[src/sau_clock_pkg.sv]
/*
  Constants for the serial unit clock gate and prescaler: APB register
  offsets, field positions, reset values and divider limits.
  Assumes a 32-bit APB with one aligned word per register.
*/
package serial_clock_pkg;
  localparam int unsigned ADDR_W          = 12;
  localparam logic [11:0] ENABLE_OFFSET   = 12'h000;
  localparam logic [11:0] SPS_OFFSET      = 12'h004;
  localparam logic [11:0] CHSEL_OFFSET    = 12'h008;
  localparam logic [11:0] STATUS_OFFSET   = 12'h00C;
  localparam int unsigned ENABLE_W        = 8;
  localparam int unsigned SPS_W           = 16;
  localparam int unsigned UNIT0_ENABLE_BIT = 2;
  localparam int unsigned CODE_W          = 4;
  localparam int unsigned CODE_A_LSB      = 0;
  localparam int unsigned CODE_B_LSB      = 4;
  localparam logic [3:0]  CODE_MAX        = 4'hB;
  localparam int unsigned DIV_W           = 11;
  localparam logic [7:0]  ENABLE_RESET    = 8'h00;
  localparam logic [15:0] SPS_RESET       = 16'h0000;
  localparam logic [15:0] SPS_WRITABLE    = 16'h00FF;
endpackage

[src/sau_clock_gate.sv]
/*
  Clock gate and two-output power-of-two prescaler for serial unit 0,
  with an APB register slave.
  Assumes one system clock at 200 MHz and a synchronous active-high reset.
*/
// The register offsets and the APB register port were left to the implementer.
module serial_unit_clock_gate_prescaler
  import serial_clock_pkg::*;
#(
  parameter int unsigned CHANNELS = 4
)
(
  input  wire  logic                clk,
  input  wire  logic                srst,
  input  wire  logic                psel,
  input  wire  logic                penable,
  input  wire  logic                pwrite,
  input  wire  logic [ADDR_W-1:0]   paddr,
  input  wire  logic [31:0]         pwdata,
  output logic                      pready,
  output logic [31:0]               prdata,
  output logic                      pslverr,
  output logic                      unit_clock,
  output logic                      unit_clock_on,
  output logic                      prescaled_clock_a,
  output logic                      prescaled_clock_b,
  output logic [CHANNELS-1:0]       channel_operation_clock
);

  logic [ENABLE_W-1:0] peripheral_clock_enable_reg;
  logic [SPS_W-1:0]    serial_prescaler_reg;
  logic [CHANNELS-1:0] channel_clock_source_reg;
  logic [DIV_W-1:0]    div_count_reg;
  logic                unit_phase_reg;
  logic                gate_open_reg;
  logic                tick_a_reg;
  logic                tick_b_reg;
  logic [CHANNELS-1:0] chan_tick_reg;
  logic [31:0]         prdata_reg;
  logic                pready_reg;
  logic                pslverr_reg;

  // Pulse when the free counter completes a 2**code period
  function automatic logic divide_tick(input logic [CODE_W-1:0] code,
                                       input logic [DIV_W-1:0] count);
    logic [DIV_W-1:0] mask;
    mask = DIV_W'((DIV_W'(1) << code) - DIV_W'(1));
    divide_tick = ((count & mask) == mask);
  endfunction

  // Prohibited codes are refused and the old field kept
  function automatic logic [CODE_W-1:0] legal_code(
    input logic [CODE_W-1:0] new_code,
    input logic [CODE_W-1:0] old_code);
    legal_code = (new_code > CODE_MAX) ? old_code : new_code;
  endfunction

  // Word decode shared by every register
  function automatic logic reg_hit(input logic [ADDR_W-1:0] addr,
                                   input logic [11:0]       offset);
    reg_hit = (addr == ADDR_W'(offset));
  endfunction

  // Bus phases; the slave adds no wait state and is ready in the first access cycle
  wire logic setup_phase = psel & ~penable;
  wire logic access_done = psel & penable & pready_reg;
  wire logic wr_strobe   = access_done & pwrite;
  wire logic rd_setup    = setup_phase & ~pwrite;

  // Register select
  wire logic hit_enable = reg_hit(paddr, ENABLE_OFFSET);
  wire logic hit_sps    = reg_hit(paddr, SPS_OFFSET);
  wire logic hit_chsel  = reg_hit(paddr, CHSEL_OFFSET);
  wire logic hit_status = reg_hit(paddr, STATUS_OFFSET);
  wire logic hit_any    = hit_enable | hit_sps | hit_chsel | hit_status;
  wire logic wr_enable  = wr_strobe & hit_enable;
  wire logic wr_sps     = wr_strobe & hit_sps;
  wire logic wr_chsel   = wr_strobe & hit_chsel;
  // Unmapped words answer with an error and are never written
  wire logic bad_setup  = setup_phase & ~hit_any;

  wire logic serial_unit0_clock_on =
    peripheral_clock_enable_reg[UNIT0_ENABLE_BIT];
  wire logic [CODE_W-1:0] prescaler_divide_code_a =
    serial_prescaler_reg[CODE_A_LSB +: CODE_W];
  wire logic [CODE_W-1:0] prescaler_divide_code_b =
    serial_prescaler_reg[CODE_B_LSB +: CODE_W];

  // A prohibited code leaves its nibble as it was
  wire logic [CODE_W-1:0] wr_code_a = legal_code(
    pwdata[CODE_A_LSB +: CODE_W], prescaler_divide_code_a);
  wire logic [CODE_W-1:0] wr_code_b = legal_code(
    pwdata[CODE_B_LSB +: CODE_W], prescaler_divide_code_b);
  wire logic [SPS_W-1:0] sps_next =
    SPS_W'({wr_code_b, wr_code_a}) & SPS_WRITABLE;
  wire logic [ENABLE_W-1:0] enable_next =
    pwdata[ENABLE_W-1:0];
  wire logic [CHANNELS-1:0] chsel_next =
    pwdata[CHANNELS-1:0];

  // Gate and phase move at one edge while the phase is low,
  // so the unit never sees a shortened high or low half
  wire logic gate_open_next =
    unit_phase_reg ? gate_open_reg : serial_unit0_clock_on;
  wire logic unit_phase_next =
    gate_open_next ? ~unit_phase_reg : 1'b0;

  // Divider cleared while gated so a stopped unit sees no ticks
  wire logic [DIV_W-1:0] div_count_next =
    gate_open_reg ? DIV_W'(div_count_reg + DIV_W'(1)) : {DIV_W{1'b0}};

  // Tick when the low code bits of the counter are all ones
  wire logic tick_a_next =
    gate_open_reg & divide_tick(prescaler_divide_code_a, div_count_reg);
  wire logic tick_b_next =
    gate_open_reg & divide_tick(prescaler_divide_code_b, div_count_reg);

  logic [CHANNELS-1:0] chan_tick_next;

  for (genvar g = 0; g < CHANNELS; g++)
  begin : chan_sel_g
    assign chan_tick_next[g] = channel_clock_source_reg[g] ?
                               tick_b_next : tick_a_next;
  end

  // Status is read only; writes to it are dropped
  wire logic [31:0] status_word =
    32'({gate_open_reg, tick_b_reg, tick_a_reg});
  wire logic [31:0] read_mux =
    hit_enable ? 32'(peripheral_clock_enable_reg) :
    hit_sps    ? 32'(serial_prescaler_reg) :
    hit_chsel  ? 32'(channel_clock_source_reg) :
    hit_status ? status_word :
                 32'h0000_0000;

  // APB slave: ready in the cycle after every setup
  always_ff @(posedge clk)
  begin
    if (srst)
    begin
      pready_reg <= 1'b0;
    end
    else
    begin
      pready_reg <= setup_phase;
    end
  end

  always_ff @(posedge clk)
  begin
    if (srst)
    begin
      pslverr_reg <= 1'b0;
    end
    else
    begin
      pslverr_reg <= bad_setup;
    end
  end

  // Read data stands only in the access cycle
  always_ff @(posedge clk)
  begin
    if (srst)
    begin
      prdata_reg <= 32'h0000_0000;
    end
    else
    begin
      prdata_reg <= rd_setup ? read_mux : 32'h0000_0000;
    end
  end

  // All eight bits kept; only the unit 0 bit acts
  always_ff @(posedge clk)
  begin
    if (srst)
    begin
      peripheral_clock_enable_reg <= ENABLE_RESET;
    end
    else if (wr_enable)
    begin
      peripheral_clock_enable_reg <= enable_next;
    end
  end

  // Writable even with the gate shut; sequencing is software's
  always_ff @(posedge clk)
  begin
    if (srst)
    begin
      serial_prescaler_reg <= SPS_RESET;
    end
    else if (wr_sps)
    begin
      serial_prescaler_reg <= sps_next;
    end
  end

  // A set bit routes clock B to that channel
  always_ff @(posedge clk)
  begin
    if (srst)
    begin
      channel_clock_source_reg <= '0;
    end
    else if (wr_chsel)
    begin
      channel_clock_source_reg <= chsel_next;
    end
  end

  // Unit clock toggles each cycle while the gate is open
  always_ff @(posedge clk)
  begin
    if (srst)
    begin
      unit_phase_reg <= 1'b0;
    end
    else
    begin
      unit_phase_reg <= unit_phase_next;
    end
  end

  always_ff @(posedge clk)
  begin
    if (srst)
    begin
      gate_open_reg <= 1'b0;
    end
    else
    begin
      gate_open_reg <= gate_open_next;
    end
  end

  // Counter runs only while the gate is open
  always_ff @(posedge clk)
  begin
    if (srst)
    begin
      div_count_reg <= '0;
    end
    else
    begin
      div_count_reg <= div_count_next;
    end
  end

  // Ticks are one-cycle enable pulses, not true clocks
  always_ff @(posedge clk)
  begin
    if (srst)
    begin
      tick_a_reg <= 1'b0;
    end
    else
    begin
      tick_a_reg <= tick_a_next;
    end
  end

  always_ff @(posedge clk)
  begin
    if (srst)
    begin
      tick_b_reg <= 1'b0;
    end
    else
    begin
      tick_b_reg <= tick_b_next;
    end
  end

  always_ff @(posedge clk)
  begin
    if (srst)
    begin
      chan_tick_reg <= '0;
    end
    else
    begin
      chan_tick_reg <= chan_tick_next;
    end
  end

  // Every output leaves straight from a flop
  assign pready                  = pready_reg;
  assign pslverr                 = pslverr_reg;
  assign prdata                  = prdata_reg;
  assign unit_clock              = unit_phase_reg;
  assign unit_clock_on           = gate_open_reg;
  assign prescaled_clock_a       = tick_a_reg;
  assign prescaled_clock_b       = tick_b_reg;
  assign channel_operation_clock = chan_tick_reg;

endmodule

[config.mk]
export PLATFORM = sky130hd
export DESIGN_NAME = serial_unit_clock_gate_prescaler
export DESIGN_NICKNAME = d
export VERILOG_FILES = /design/src/sau_clock_pkg.sv /design/src/sau_clock_gate.sv
export SDC_FILE = /design/constraint.sdc
export NUM_CORES = 1
export LEC_CHECK = 0
export BUFFER_PORTS_ARGS = -buffer_cell sky130_fd_sc_hd__buf_4
export CORE_MARGIN = 3
export CORE_UTILIZATION = 54
export CTS_CLUSTER_DIAMETER = 40
export DETAILED_ROUTE_END_ITERATION = 10
export HOLD_SLACK_MARGIN = 0.03
export PLACE_DENSITY = 0.87
export SLEW_MARGIN = 10
export SYNTH_ARGS = -nofsm -noshare
export SYNTH_HDL_FRONTEND = slang
export SYNTH_SLANG_ARGS = --single-unit
[constraint.sdc]
create_clock -name clk -period 6.2 [get_ports clk]
set_input_delay 0.62 -clock clk [delete_from_list [all_inputs] [get_ports clk]]
set_output_delay 0.62 -clock clk [all_outputs]
set_load 0.005 [all_outputs]
# ---- Word-level counts from Yosys, hierarchy flattened
# Index checks and enable logic that the tools add are counted.
dict set report word_totals {
  regBits 73
  input_bits 49
  wordCells 69
}
dict set report classes {
  n_addsub 3
  magnitude_cmp 2
  n_eq_ne 5
  n_shift 2
  muxes 9
  n_bitwise 25
  reduce_logical 8
}
# op n
set ops {}
lappend ops {{12-bit by 4-bit == test with 1-bit output (second input constant)} 2}
lappend ops {{11-bit AND} 2}
lappend ops {{11-bit == test} 2}
lappend ops {{1-bit by 4-bit left shift with 11-bit output (first input constant)} 2}
lappend ops {{11-bit by 2-bit subtractor with 11-bit output (second input constant)} 2}
lappend ops {{8-bit 2-to-1 mux} 2}
lappend ops {{12-bit by 3-bit == test with 1-bit output (second input constant)} 1}
lappend ops {{12-bit logical NOT} 1}
lappend ops {{11-bit by 1-bit adder with 11-bit output (second input constant)} 1}
lappend ops {{1-bit AND} 11}
lappend ops {{1-bit NOT} 9}
lappend ops {{4-bit greater-than comparator (second input constant)} 2}
lappend ops {{2-bit OR reduction} 3}
lappend ops {{1-bit 2-to-1 mux} 5}
lappend ops {{5-bit OR reduction} 1}
lappend ops {{4-bit 2-to-1 mux} 1}
lappend ops {{2-bit AND reduction} 2}
lappend ops {{3-bit 2-to-1 mux} 1}
lappend ops {{1-bit OR} 3}
lappend ops {{3-bit OR reduction} 1}

# ---- Depth between registers and ports, before layout
dict set report depth {
  ltp_word 6
  depth_mapped 10
}

# ---- Least setup slack after synthesis
# OpenSTA, ideal clock, no wires.
dict set report synth_timing {
  path_kind {flip-flop to flip-flop}
  startpoint {register serial_prescaler_reg[6]}
  endpoint {register chan_tick_reg[0] (netlist: channel_operation_clock[0])}
  arrival_time_ps 2186
  required_time_ps 6127
  setup_slack_ps 3941
  stages_incl_launch_ff 11
  n_path_buf 2
  path_cell_list {dfxtp_1 -> buf_2 -> nor2_1 -> nand3b_1 -> ha_1 -> buf_2 -> and3b_1 -> a311o_1 -> a221oi_1 -> nand4_1 -> a2bb2oi_1}
}
dict set report synth_via {
  elab_chain_len 6
}
# element line
set synth_rtl {}
lappend synth_rtl {{start, declared} sau_clock_gate.sv:31} ;# logic [SPS_W-1:0] serial_prescaler_reg;
lappend synth_rtl {{start signal, assigned} sau_clock_gate.sv:196} ;# serial_prescaler_reg <= sps_next;
lappend synth_rtl {{1-bit by 4-bit left shift with 11-bit output *} sau_clock_gate.sv:47} ;# mask = DIV_W'((DIV_W'(1) << code) - DIV_W'(1));
lappend synth_rtl {{11-bit by 2-bit subtractor with 11-bit output *} sau_clock_gate.sv:47}
lappend synth_rtl {{11-bit AND} sau_clock_gate.sv:48} ;# divide_tick = ((count & mask) == mask);
lappend synth_rtl {{11-bit == test *} sau_clock_gate.sv:48}
lappend synth_rtl {{1-bit AND *} sau_clock_gate.sv:116} ;# gate_open_reg & divide_tick(prescaler_divide_code_b, div_count_reg);
lappend synth_rtl {{1-bit 2-to-1 mux *} sau_clock_gate.sv:122} ;# assign chan_tick_next[g] = channel_clock_source_reg[g] ?
lappend synth_rtl {{end signal, assigned} sau_clock_gate.sv:284} ;# chan_tick_reg <= chan_tick_next;
lappend synth_rtl {{end, declared} sau_clock_gate.sv:38} ;# logic [CHANNELS-1:0] chan_tick_reg;
# Mark *: on every way between the ends. The rest lies on a longest branch, timed or not.
# A chain may end at the register's enable or synchronous reset.

# ---- Worst setup path after layout
dict set report layout_timing {
  startpoint {register serial_prescaler_reg[6]}
  endpoint {register chan_tick_reg[2] (netlist: channel_operation_clock[2])}
}
# The elaborated chain is that of the path after synthesis.

==> impl_metrics.env <==
export IMPL_setup_tns_final_ns=0
export IMPL_worstPathArrival_ns=2.95
export IMPL_post_cts_repair_setup_buffers=0
export IMPL_post_synth_top_area_cell="dfxtp_1"
export IMPL_timing_setup_critical_path_class="reg2reg"
export IMPL_grt_use_total=0.209
export IMPL_dr_vias=2168
export IMPL_netlist_top_cells_area="dfxtp_1 37%, mux2i_1 8.3%, buf_4 6.8%"
export IMPL_finalCriticalPeriod_ns=2.71
export IMPL_viasPerCell=5.59
export IMPL_cts_path_max_buffers=2
export IMPL_ratio_of_final_minimum_period_to_clock_period=0.438
export IMPL_dpl_instance_area_mm2=0.00289
export IMPL_final_net_count=374
export IMPL_cp_start_kind="register"
export IMPL_fp_dieArea_mm2=0.00576
export IMPL_path_clk_slew_ns=0.10
export IMPL_pwr_share_clk=0.411
export IMPL_postLayoutCoreUtil=0.663
export IMPL_synth_main_ff_cell="dfxtp_1"
export IMPL_floorplan_io_pins=91
export IMPL_grt_setup_unrepaired="false"
export IMPL_synthDominantCellAreaShare=0.372
export IMPL_cp_slowest_cell="dfxtp_1"
export IMPL_yosysWarnings=0
export IMPL_avg_cell_area_syn_um2=9.17
export IMPL_cts_hold_buffers_added=0
export IMPL_layout_filler_cells=365
export IMPL_cts_buffers=5
export IMPL_cell_area_synth_mm2=0.00264
export IMPL_ant_nets=0
export IMPL_place_detailed_hpwl_mm=4.32
export IMPL_synth_distinct_cells=57
export IMPL_static_leakage_power_nw=1.19
export IMPL_layout_drive_gt1_share=0.201
export IMPL_largest_register_ff_count=11
export IMPL_report_final_hold_viol_count=0
export IMPL_hold_crit_class="in2reg"
export IMPL_share_seq_of_total_power=0.537
export IMPL_number_of_synthesized_flops_with_an_enable_pin=0
export IMPL_synth_yosys_seq_area_share=0.372
export IMPL_dp_cells=380
export IMPL_finalSetupViolCount=0
export IMPL_status="complete, no violations"
export IMPL_cts_htree_levels=2
export IMPL_initial_utilization=0.582
export IMPL_drt_wirelength_per_cell_um=14.8
export IMPL_timing_critical_path_required_ns=6.44
export IMPL_internal_power_mw=0.452
export IMPL_least_margin_pin_slew_ns=0.756
export IMPL_p_per_area_mw_per_mm2=195
export IMPL_grt_antenna_before_repair=0
export IMPL_skew_ns=0.00861
export IMPL_fin_cells=388
export IMPL_p_comb_frac=0.052
export IMPL_synthCells=288
export IMPL_vdd_ir_drop_max_mv=0.141
export IMPL_die_y_um=75.9
export IMPL_grt_pass1_wl_mm=9.97
export IMPL_hold_slack_ns=0.488
export IMPL_async_reset_ff_frac=0
export IMPL_clock_latency_ns=0.31
export IMPL_antennaDiodeCount=0
export IMPL_fp_dieW_um=75.9
export IMPL_grt_remaining_overflow=0
export IMPL_drc_errors=0
export IMPL_tritoncts="built"
export IMPL_max_freq_ghz=0.368
export IMPL_timing_critical_path_to_type="register"
export IMPL_max_slew_margin=0.492
export IMPL_io_buffers=42
export IMPL_area_growth_pct=13.8
export IMPL_rows=24
export IMPL_clock_sink_count=49
export IMPL_gp_congestion=0.856
export IMPL_finalWirelength_mm=5.75
export IMPL_cts_resized_gates=0
export IMPL_first_iter_violations=150
export IMPL_detailedRoute_firstPassIterationCount=4
export IMPL_layout_cell_area_non_filler_mm2=0.00300
export IMPL_path_cells="nor2_1, nand3b_1, ha_1, inv_1, a311o_1, a221oi_1, nand4_1, a2bb2oi_1"
export IMPL_worst_path_max_fanout=14
export IMPL_grt_start_max_net_pins=28
export IMPL_timing_final_max_slew_violations=0
export IMPL_crit_path_max_incr_delay_ns=0.59
export IMPL_core_area_mm2=0.00453
export IMPL_cap_violations=0
export IMPL_grt_pass1_vias=2124
export IMPL_synth_seq_cells=49
export IMPL_p_sw_mw=0.135
export IMPL_clockRootBuffer="clkbuf_8"
export IMPL_netSwitchingFraction=0.230
cells in the mapped netlist (all sizes together) (5+ instances only):
| cell | count |
|---|---|
| dfxtp | 49 |
| nor2 | 46 |
| buf | 28 |
| mux2i | 22 |
| nand2 | 13 |
| clkbuf | 10 |
| inv | 10 |
| nor3 | 9 |
| nor2b | 8 |
| nor4 | 8 |
| xnor2 | 6 |
| and3 | 5 |
critical path: cells and delay by family, from the launching register on:
family                   cells  cell delay [ns]
AO/OA/AOI/OAI                3             0.89
AND/OR/NAND/NOR              3             0.66
flip-flops                   1             0.59
buffers and inverters        1             0.17
adder cells (fa/ha/maj)      1             0.32
cells by family after synthesis:
group | Yosys count | synth area share
xor+xnor | 10 | 0.0332
buf+inv | 48 | 0.104
simple gates | 114 | 0.250
fa+ha+maj | 3 | 0.0142
other cells | 1 | 0.00142
compound gates | 38 | 0.117
flops | 49 | 0.372
mux | 25 | 0.109
power by group through the flow:
stage / logic, mW / registers, mW / clock network [mW]
after global placement: 0.0292 / 0.323 / 0
after detailed placement: 0.0299 / 0.322 / 0
after global routing: 0.0333 / 0.315 / 0.257
after floorplan: 0.0238 / 0.323 / 0
after CTS: 0.0300 / 0.315 / 0.245
final: 0.0304 / 0.315 / 0.242
area by class of cell:
type	count	area (um2)	share of cell area
Clock buffer	5	68.8	0.0229
Clock inverter	3	50.0	0.0167
Timing Repair Buffer	42	315	0.105
Multi-Input combinational cell	214	1470	0.489
Sequential cell	49	981	0.327
Tap cell	65	81.3	0.0271
Inverter	10	37.5	0.0125
final timing paths:
check / from / to / slack, ns / depth (start not counted)
worst min-delay path: penable / pready / 0.49 / 2
worst max register to register: serial_prescaler_reg[6] / channel_operation_clock[2] / 3.49 / 8
worst min register to register: channel_clock_source_reg[0] / channel_operation_clock[0] / 0.49 / 1
worst max-delay path: serial_prescaler_reg[6] / channel_operation_clock[2] / 3.49 / 8
metal layers:
metal,vias up,routed length [um],GRT usage
met5,-,0,0
met4,0,108,0.0670
met3,11,305,0.0403
met2,73,2960,0.371
met1,1044,2380,0.253
li1,1040,-,-
stage by stage:
stage	power (mW)	setup WS [ns]
2_1_floorplan	0.346	3.94
3_3_place_gp	0.352	3.59
3_5_place_dp	0.352	3.53
4_1_cts	0.590	3.49
5_1_grt	0.605	3.22
6_report	0.587	3.49
placed cells by master (no fill, tap or decap), types with 5 or more instances in the layout:
cell type	synthesis	final
mux2i_1	22	22
and3_1	5	5
xnor2_1	6	6
nor2b_1	8	8
conb_1	1	24
dfxtp_1	49	49
inv_1	10	10
nor2_1	46	46
nand2_1	13	13
clkbuf_8	0	5
buf_4	24	42
nor3_1	9	9
Power figures use the tool's default switching activity.
